[src/rtl/misc_regs_map.vh]
// offsets, field positions, reset values and timing counts of the housekeeping registers
`ifndef MISC_REGS_MAP_VH
`define MISC_REGS_MAP_VH
`define OFS_FIRMWARE_SCRATCH   8'h78
`define OFS_WRITE_UNLOCK_KEY   8'h7C
`define OFS_IRQ_PULSE_LENGTH   8'h80
`define OFS_LINE_TEST_CONTROL  8'h84
`define OFS_LOCK_STATUS        8'h88
`define UNLOCK_KEY_VALUE       16'hAA37
`define RST_FIRMWARE_SCRATCH   16'h0000
`define RST_IRQ_PULSE_LENGTH   16'h001E
`define RST_LINE_TEST_CONTROL  8'h00
`define BIT_LOCK_HIGH_SPEED    7
`define BIT_RESERVED_HI        6
`define BIT_RESERVED_LO        5
`define BIT_LOCK_FULL_SPEED    4
`define BIT_PSEUDO_RANDOM      3
`define BIT_DRIVE_K            2
`define BIT_DRIVE_J            1
`define BIT_QUIESCENT_NAK      0
`define UNIT_PERIOD_PS         33300
`define CLK_PERIOD_PS          40000
// unit ticks are one clock at 25 MHz; a unit rounds up to one whole cycle
`define UNIT_CYCLES            (((`UNIT_PERIOD_PS) + (`CLK_PERIOD_PS) - 1) / (`CLK_PERIOD_PS))
`define LFSR_SEED              9'h1FF
`endif

[src/rtl/periph_misc_control_regs.v]
// housekeeping register bank: scratch, write unlock, irq pulse length, line test control
// How it works
// - 16-bit scratch, cleared at power-on only
// - suspend entry blocks every register write except the unlock key
// - after resume, unlock key reopens writes
// - irq pulse lasts count times unit
// - pulse length resets to one-microsecond count
// - high-speed lock holds high-speed, no chirp
// - full-speed lock holds full-speed, no chirp
// - pattern bit toggles lines pseudo-randomly
// - k bit drives lines to K
// - j bit drives lines to J
// - quiescent bit idles lines, NAKs IN
`timescale 1ns/1ps
`include "misc_regs_map.vh"
module periph_misc_control_regs (
  input  wire        sys_clk,
  input  wire        reset_n,
  input  wire        bus_reset,
  input  wire        suspend_enter,
  input  wire        irq_event,
  input  wire [7:0]  reg_addr,
  input  wire [15:0] reg_wdata,
  input  wire        reg_write,
  input  wire        reg_read,
  output reg  [15:0] reg_rdata,
  output reg         writes_locked,
  output reg         irq_pulse,
  output reg         lock_high_speed,
  output reg         lock_full_speed,
  output reg         chirp_detect_off,
  output reg         line_drive_en,
  output reg         line_dp,
  output reg         line_dm,
  output reg         quiescent_nak_test
);
  reg  [15:0] firmware_scratch_r;
  reg  [15:0] irq_pulse_length_r;
  reg  [7:0]  line_test_control_r;
  reg         locked_r;
  reg  [8:0]  lfsr_r;
  reg  [15:0] rdata_nxt;
  wire        stretch_out;
  wire        wr_open;
  wire        hit_scratch;
  wire        hit_unlock;
  wire        hit_pulse;
  wire        hit_test;

  // address decode and write gate
  assign hit_scratch = (reg_addr == `OFS_FIRMWARE_SCRATCH);
  assign hit_unlock  = (reg_addr == `OFS_WRITE_UNLOCK_KEY);
  assign hit_pulse   = (reg_addr == `OFS_IRQ_PULSE_LENGTH);
  assign hit_test    = (reg_addr == `OFS_LINE_TEST_CONTROL);
  assign wr_open     = reg_write && !locked_r;

  // write lock: set on suspend entry, cleared only by the key or by power-on reset
  always @(posedge sys_clk)
  begin
    if (!reset_n)
      locked_r <= 1'b0;
    else if (suspend_enter)
      locked_r <= 1'b1;
    else if (reg_write && hit_unlock && (reg_wdata == `UNLOCK_KEY_VALUE))
      locked_r <= 1'b0;
  end

  // scratch store, untouched by bus reset
  always @(posedge sys_clk)
  begin
    if (!reset_n)
      firmware_scratch_r <= `RST_FIRMWARE_SCRATCH;
    else if (wr_open && hit_scratch)
      firmware_scratch_r <= reg_wdata;
  end

  // pulse length; power-on only default
  always @(posedge sys_clk)
  begin
    if (!reset_n)
      irq_pulse_length_r <= `RST_IRQ_PULSE_LENGTH;
    else if (wr_open && hit_pulse)
      irq_pulse_length_r <= reg_wdata;
  end

  // test control, cleared by both resets
  always @(posedge sys_clk)
  begin
    if (!reset_n || bus_reset)
      line_test_control_r <= `RST_LINE_TEST_CONTROL;
    else if (wr_open && hit_test)
      line_test_control_r <= reg_wdata[7:0];
  end

  // pattern generator, x^9+x^5+1
  always @(posedge sys_clk)
  begin
    if (!reset_n)
      lfsr_r <= `LFSR_SEED;
    else if (line_test_control_r[`BIT_PSEUDO_RANDOM])
      lfsr_r <= {lfsr_r[7:0], lfsr_r[8] ^ lfsr_r[4]};
  end

  // read mux; unlock key and unmapped read zero
  always @*
  begin
    rdata_nxt = 16'h0000;
    if (hit_scratch)
      rdata_nxt = firmware_scratch_r;
    else if (hit_pulse)
      rdata_nxt = irq_pulse_length_r;
    else if (hit_test)
      rdata_nxt = {8'h00, line_test_control_r};
    else if (reg_addr == `OFS_LOCK_STATUS)
      rdata_nxt = {15'h0000, locked_r};
  end

  // registered read data, one cycle after strobe only
  always @(posedge sys_clk)
  begin
    if (!reset_n)
      reg_rdata <= 16'h0000;
    else if (reg_read)
      reg_rdata <= rdata_nxt;
    else
      reg_rdata <= 16'h0000;
  end

  irq_pulse_stretch u_stretch (
    .sys_clk   (sys_clk),
    .reset_n   (reset_n),
    .trigger   (irq_event),
    .length    (irq_pulse_length_r),
    .pulse_out (stretch_out)
  );

  // next values of the line pair, worked out before the output flops
  // so that every pin below leaves the block straight from a register
  reg         drive_en_nxt;
  reg         dp_nxt;
  reg         dm_nxt;
  reg         chirp_off_nxt;

  // line pair decode
  // the four driving bits share one pair of pins; firmware is expected
  // to keep only one of them set, but if several are set anyway the
  // pattern wins over K and K over J, so the pins never see a mix
  // one driving bit assumed; fixed priority
  always @*
  begin
    drive_en_nxt = line_test_control_r[`BIT_PSEUDO_RANDOM] |
                   line_test_control_r[`BIT_DRIVE_K] |
                   line_test_control_r[`BIT_DRIVE_J] |
                   line_test_control_r[`BIT_QUIESCENT_NAK];
    dp_nxt       = 1'b0;
    dm_nxt       = 1'b0;
    if (line_test_control_r[`BIT_PSEUDO_RANDOM])
    begin
      dp_nxt = lfsr_r[8];
      dm_nxt = ~lfsr_r[8];
    end
    else if (line_test_control_r[`BIT_DRIVE_K])
    begin
      dp_nxt = 1'b0;
      dm_nxt = 1'b1;
    end
    else if (line_test_control_r[`BIT_DRIVE_J])
    begin
      dp_nxt = 1'b1;
      dm_nxt = 1'b0;
    end
    else
    begin
      // quiescent and idle both leave the pair low;
      // only drive_en_nxt tells them apart
      dp_nxt = 1'b0;
      dm_nxt = 1'b0;
    end
  end

  // chirp detection is off while either speed is forced
  // chirp off when forced
  always @*
  begin
    chirp_off_nxt = line_test_control_r[`BIT_LOCK_HIGH_SPEED] |
                    line_test_control_r[`BIT_LOCK_FULL_SPEED];
  end

  // lock status mirror for the outside world
  // the mirror trails the lock by one cycle; a write in the cycle
  // right after the key is already accepted, whatever the pin shows
  always @(posedge sys_clk)
  begin
    if (!reset_n)
      writes_locked <= 1'b0;
    else
      writes_locked <= locked_r;
  end

  // interrupt pulse retimed onto an output flop
  // one extra cycle of latency, but no glitch can reach the pin
  always @(posedge sys_clk)
  begin
    if (!reset_n)
      irq_pulse <= 1'b0;
    else
      irq_pulse <= stretch_out;
  end

  // speed forcing outputs
  // both resets clear the test register, so these fall one cycle
  // after a bus reset as well as during power-on reset
  always @(posedge sys_clk)
  begin
    if (!reset_n)
    begin
      lock_high_speed  <= 1'b0;
      lock_full_speed  <= 1'b0;
      chirp_detect_off <= 1'b0;
    end
    else
    begin
      lock_high_speed  <= line_test_control_r[`BIT_LOCK_HIGH_SPEED];
      lock_full_speed  <= line_test_control_r[`BIT_LOCK_FULL_SPEED];
      chirp_detect_off <= chirp_off_nxt;
    end
  end

  // quiescent test flag for the packet engine
  // the engine answers only valid high-speed IN tokens, with NAK,
  // while this flag is high; the pins sit low at the same time
  always @(posedge sys_clk)
  begin
    if (!reset_n)
      quiescent_nak_test <= 1'b0;
    else
      quiescent_nak_test <= line_test_control_r[`BIT_QUIESCENT_NAK];
  end

  // line pair outputs
  // enable and levels change on the same edge, so the transceiver
  // never drives a stale level for a cycle
  always @(posedge sys_clk)
  begin
    if (!reset_n)
    begin
      line_drive_en <= 1'b0;
      line_dp       <= 1'b0;
      line_dm       <= 1'b0;
    end
    else
    begin
      line_drive_en <= drive_en_nxt;
      line_dp       <= dp_nxt;
      line_dm       <= dm_nxt;
    end
  end

  // limitations a user must know:
  // - the lock blocks only writes; reads go on as normal
  // - a write of the wrong key is silently dropped, the lock stays
  // - suspend and key in one cycle: suspend wins, the lock stays set
  // - a pulse length of zero gives no pulse at all
  // - a new event during a pulse restarts the full length
  // - the reserved test bits are stored as written and read back,
  //   but drive nothing
  // - the status register after the test control only reports the lock
endmodule // periph_misc_control_regs

[src/rtl/irq_pulse_stretch.v]
// interrupt pulse stretcher counting units of the programmed length
`timescale 1ns/1ps
`include "misc_regs_map.vh"
module irq_pulse_stretch (
  input  wire        sys_clk,
  input  wire        reset_n,
  input  wire        trigger,
  input  wire [15:0] length,
  output reg         pulse_out
);
  reg [15:0] count_r;
  // load on trigger, hold output high for length units
  always @(posedge sys_clk)
  begin
    if (!reset_n)
    begin
      count_r   <= 16'h0000;
      pulse_out <= 1'b0;
    end
    else if (trigger && (length != 16'h0000))
    begin
      count_r   <= length - 16'h0001;
      pulse_out <= 1'b1;
    end
    else if (count_r != 16'h0000)
      count_r <= count_r - 16'h0001;
    else
      pulse_out <= 1'b0;
  end
endmodule // irq_pulse_stretch

[config.mk]
export PLATFORM = sky130hd
export DESIGN_NAME = periph_misc_control_regs
export DESIGN_NICKNAME = d
export VERILOG_FILES = /design/src/rtl/periph_misc_control_regs.v /design/src/rtl/irq_pulse_stretch.v
export VERILOG_INCLUDE_DIRS = /design/src /design/src/rtl
export SDC_FILE = /design/constraint.sdc
export NUM_CORES = 1
export LEC_CHECK = 0
export ABC_CLOCK_PERIOD_IN_PS = 7900
export BUFFER_PORTS_ARGS = -buffer_cell sky130_fd_sc_hd__buf_2
export CORE_UTILIZATION = 40
export DETAILED_ROUTE_END_ITERATION = 10
export PLACE_DENSITY = 0.69
export SYNTH_ARGS = -nofsm -noshare
export SYNTH_HDL_FRONTEND = slang
export SYNTH_SLANG_ARGS = --single-unit
export TNS_END_PERCENT = 20
[constraint.sdc]
create_clock -name sys_clk -period 7.9 [get_ports sys_clk]
set_input_delay 0.395 -clock sys_clk [delete_from_list [all_inputs] [get_ports sys_clk]]
set_output_delay 0.395 -clock sys_clk [all_outputs]
set_load 0.01 [all_outputs]
==> summary.txt <==
Logic synthesis
  – Average footprint of a synthesized cell: 9.03 µm²
  – Commonest cells post-synth: dfxtp_1 (92), nor2_1 (60), nand2_1 (57), mux2i_1 (43), a21oi_1 (21)
  – #FFs+latches synth: 92
  – Most common cell in the synthesized netlist: dfxtp_1
  – Count of warnings emitted by yosys: 0
  – Synthesized-area fraction occupied by and/or/nand/nor cells: 0.222
  – Number of enable-type register cells in the synthesized netlist: 0
  – Leading area contributor after synthesis: dfxtp_1
  – Combined area of all synthesized cells: 3890 µm²
  – Most area-consuming cells after synthesis: dfxtp_1 (47%), mux2i_1 (11%), nor2_1 (5.8%)
  – Post-Synthesis Net Count: 463
  – Sequential fraction of the synthesis area: 0.473
  – Synthesized-area fraction occupied by ao, oa, aoi and oai cells: 0.129
  – Xor/xnor cell area share of the yosys netlist: 0.0247
  – Dominant combinational cell family by area after synthesis: simple AND/OR/NAND/NOR gates
  – Proportion of synthesized area in mux cells: 0.116
  – Gate count of the mapped netlist: 431
  – Area fraction of the dominant cell type after synthesis: 0.473
  – Distinct cell type count after synthesis: 53
  – Async set-or-reset flop fraction in the synthesized netlist: 0
  – Dominant register cell in the synthesized netlist: dfxtp_1
  – Post-synthesis share of cell area spent on full adders, half adders and majority gates: 0.00321

Floorplanning
  – Core Area: 9330 µm²
  – Effective utilization at floorplan: 0.417
  – Number of rows in the core area: 35
  – Die Y-Extent: 101 µm
  – Overall die area: 10100 µm²
  – I/O pins: 56
  – Die width: 101 µm

Detailed routing
  – Mean number of vias per cell: 5.50
  – Number of nets with antenna violations after routing: 0
  – First-pass DRT Iterations: 5
  – Number of remaining DRC errors: 0
  – Average wire length per cell after detail routing: 15.6 µm
  – Via Count: 3324
  – Iter 0 DRT Violations: 223
  – Total detailed-routing wirelength: 9400 µm

Setup path
  – Worst Path Max Fanout: 21
  – End of the worst register-to-register path: u_stretch.count_r[14]$_SDFFE_PN0P_
  – CP endpoint kind: flop
  – Slowest stage cell on the critical path: or4_4
  – Required time reported for the critical path endpoint: 8.11 ns
  – Longest individual stage delay on the worst path: 0.59 ns
  – Flop2flop setup slack: 4.20 ns
  – Worst setup path start: irq_pulse_length_r[3]$_SDFFE_PN1P_
  – Startpoint types: flop
  – Category of the most critical setup path: reg -> reg
  – Depth of the most critical reg-to-reg path: 10
  – Startpoint of the worst-slack reg-to-reg timing path: irq_pulse_length_r[3]$_SDFFE_PN1P_
  – Worst EP arrival: 3.91 ns
  – Worst path cell trace: or4_4 -> or3_4 -> o21ai_4 -> mux2i_1 -> ha_1 -> nand3_1 -> nor3_1 -> o31ai_1 -> o21a_1 -> nor3_1
  – Crit-path most repeated cell: nor3_1

Clock tree
  – Sink Count: 92
  – Number of cells upsized or downsized after cts: 0
  – Latest clock arrival within the worst-skew pair: 0.35 ns
  – Hold buffer count at cts: 0
  – Total CTS buffers: 9
  – Maximum clock insertion buffer count: 2
  – Clock edge transition at the registers on the reported setup and hold paths: 0.09 ns
  – Setup Fix Bufs, Post-CTS: 0
  – H-tree level count: 3
  – Buffer cell driving the clock tree root: clkbuf_8
  – Clock tree from TritonCTS: yes

Timing
  – Slew HR: 0.165
  – Min Hold Slack: 0.266 ns
  – Final Skew: 0.00910 ns
  – Sum Neg Setup Slack: 0 ns
  – Final period demand of the worst path: 3.70 ns
  – Final hold violations: 0
  – Unrepaired setup endpoints after global routing: no
  – Timing-limited maximum frequency: 0.271 GHz
  – Slew at the pin closest to its max-slew limit: 1.25 ns
  – Period utilisation layout: 0.468
  – Setup-violating endpoint count in the final report: 0
  – Max Slew Vio Count: 0

GRT
  – Antenna violations before repair: 0
  – Vias in the first global route: 3026
  – Total gr overflow: 0
  – Maximum number of pins on one net before global-route repair: 35
  – Global-route wire length before repair: 15200 µm
  – Gr usage total: 0.193

Pwr
  – Total power after layout: 0.869 mW
  – P_leak: 1.63 nW
  – Power per unit of standard cell area: 197 nW/µm²
  – Worst vdd rail ir drop: 0.000175 V

Hold path
  – Worst Hold Endpoint: locked_r$_SDFFE_PN0P_
  – Number of stages on the worst hold path: 3
  – Type of the most critical hold path: in -> reg
  – Worst hold start: suspend_enter

Flow run
  – Number of violations of the max-capacitance limit: 0

Final layout
  – Number of filler cells placed in the layout: 911
  – Fraction of layout instances using a drive strength above 1: 0.168
  – # nets final: 503
  – Area added between synthesis and finish: 13.4%
  – Post-route cell area: 4420 µm²
  – Number of antenna cells inserted: 0
  – Final cell count without fillers: 604

Placed design
  – Estimated wirelength of the detail-placed design: 6550 µm
  – Input/output buffers: 55
  – Placer Congestion: 0.886
  – Area post-placement: 4220 µm²
  – Placed Cells incl. Taps: 589

Run status
  – Outcome: complete, no violations
==> placed cells by master, fill, tap and decap left out, drive strengths merged, types with 4 or more instances in the layout <==
master and instances:
a22oi 10, and2 7, nor3 16, mux2i 43
xnor2 7, a211oi 4, nor2 60, o21a 5
or3 7, a222oi 8, nand3 4, nand2 57
dfxtp 92, o21ai 6, buf 55, clkbuf 10
a21oi 21, xor2 4, or4 8
==> final cells by class <==
type                    instances  area (µm²)  area share
flip-flops and latches         92        1840       0.417
multi-input cells             310        1930       0.437
clock inverters                 5        61.3      0.0139
repair buffers                 55         275      0.0623
well taps                     129         161      0.0365
inverters                       3        11.3     0.00255
clock buffers                  10         138      0.0312
==> critical path: cells and delay by family, from the launching register on <==
family	cells	cell delay, ns
AO/OA/AOI/OAI	3	1.34
adder cells (fa/ha/maj)	1	0.31
AND/OR/NAND/NOR	5	1.31
flip-flops	1	0.39
multiplexers	1	0.20
==> cells by family (layout without fill, tap and decap cells) <==
logic type      after synthesis  in the layout
simple gates                183            183
flops                        92             92
xor+xnor                     11             11
compound gates               70             70
fa+ha+maj                     1              1
mux                          45             45
buf+inv                      29             73
==> flip-flops by register name, summed over array words and instances (netlist names), 8 cells and up <==
name / flops
u_stretch.count_r: 16
firmware_scratch_r: 16
lfsr_r: 9
reg_rdata: 16
line_test_control_r: 8
irq_pulse_length_r: 16
==> routing by layer <==
metal  track usage  wire (µm)  vias up
met3        0.0340        587        9
met4        0.0613         79        0
met2         0.309       4370      122
met1         0.263       4360     1588
li1              -          -     1605
met5             0          0        -
==> power by group <==
part | switching, mW | internal [mW] | total (mW)
clock | 0.165 | 0.154 | 0.319
sequential | 0.00663 | 0.471 | 0.478
combinational | 0.0441 | 0.0280 | 0.0721
==> worst max-delay path by stage <==
stage	endpoint	slack, ns	cells after the start
3_5_place_dp	u_stretch.count_r[14]$_SDFFE_PN0P_	4.23	10
3_3_place_gp	u_stretch.count_r[14]$_SDFFE_PN0P_	4.36	10
5_1_grt	u_stretch.count_r[14]$_SDFFE_PN0P_	3.96	10
4_1_cts	u_stretch.count_r[14]$_SDFFE_PN0P_	4.19	10
6_report	u_stretch.count_r[14]$_SDFFE_PN0P_	4.20	10
2_1_floorplan	u_stretch.count_r[10]$_SDFFE_PN0P_	4.87	11
==> stage by stage <==
stage / utilization / setup slack (ns)
floorplan: - / 4.87
global placement: 0.452 / 4.36
detailed placement: 0.452 / 4.23
CTS: 0.474 / 4.19
global route: 0.474 / 3.96
finish: 0.474 / 4.20
No activity file was read; power rests on OpenSTA's default activity.
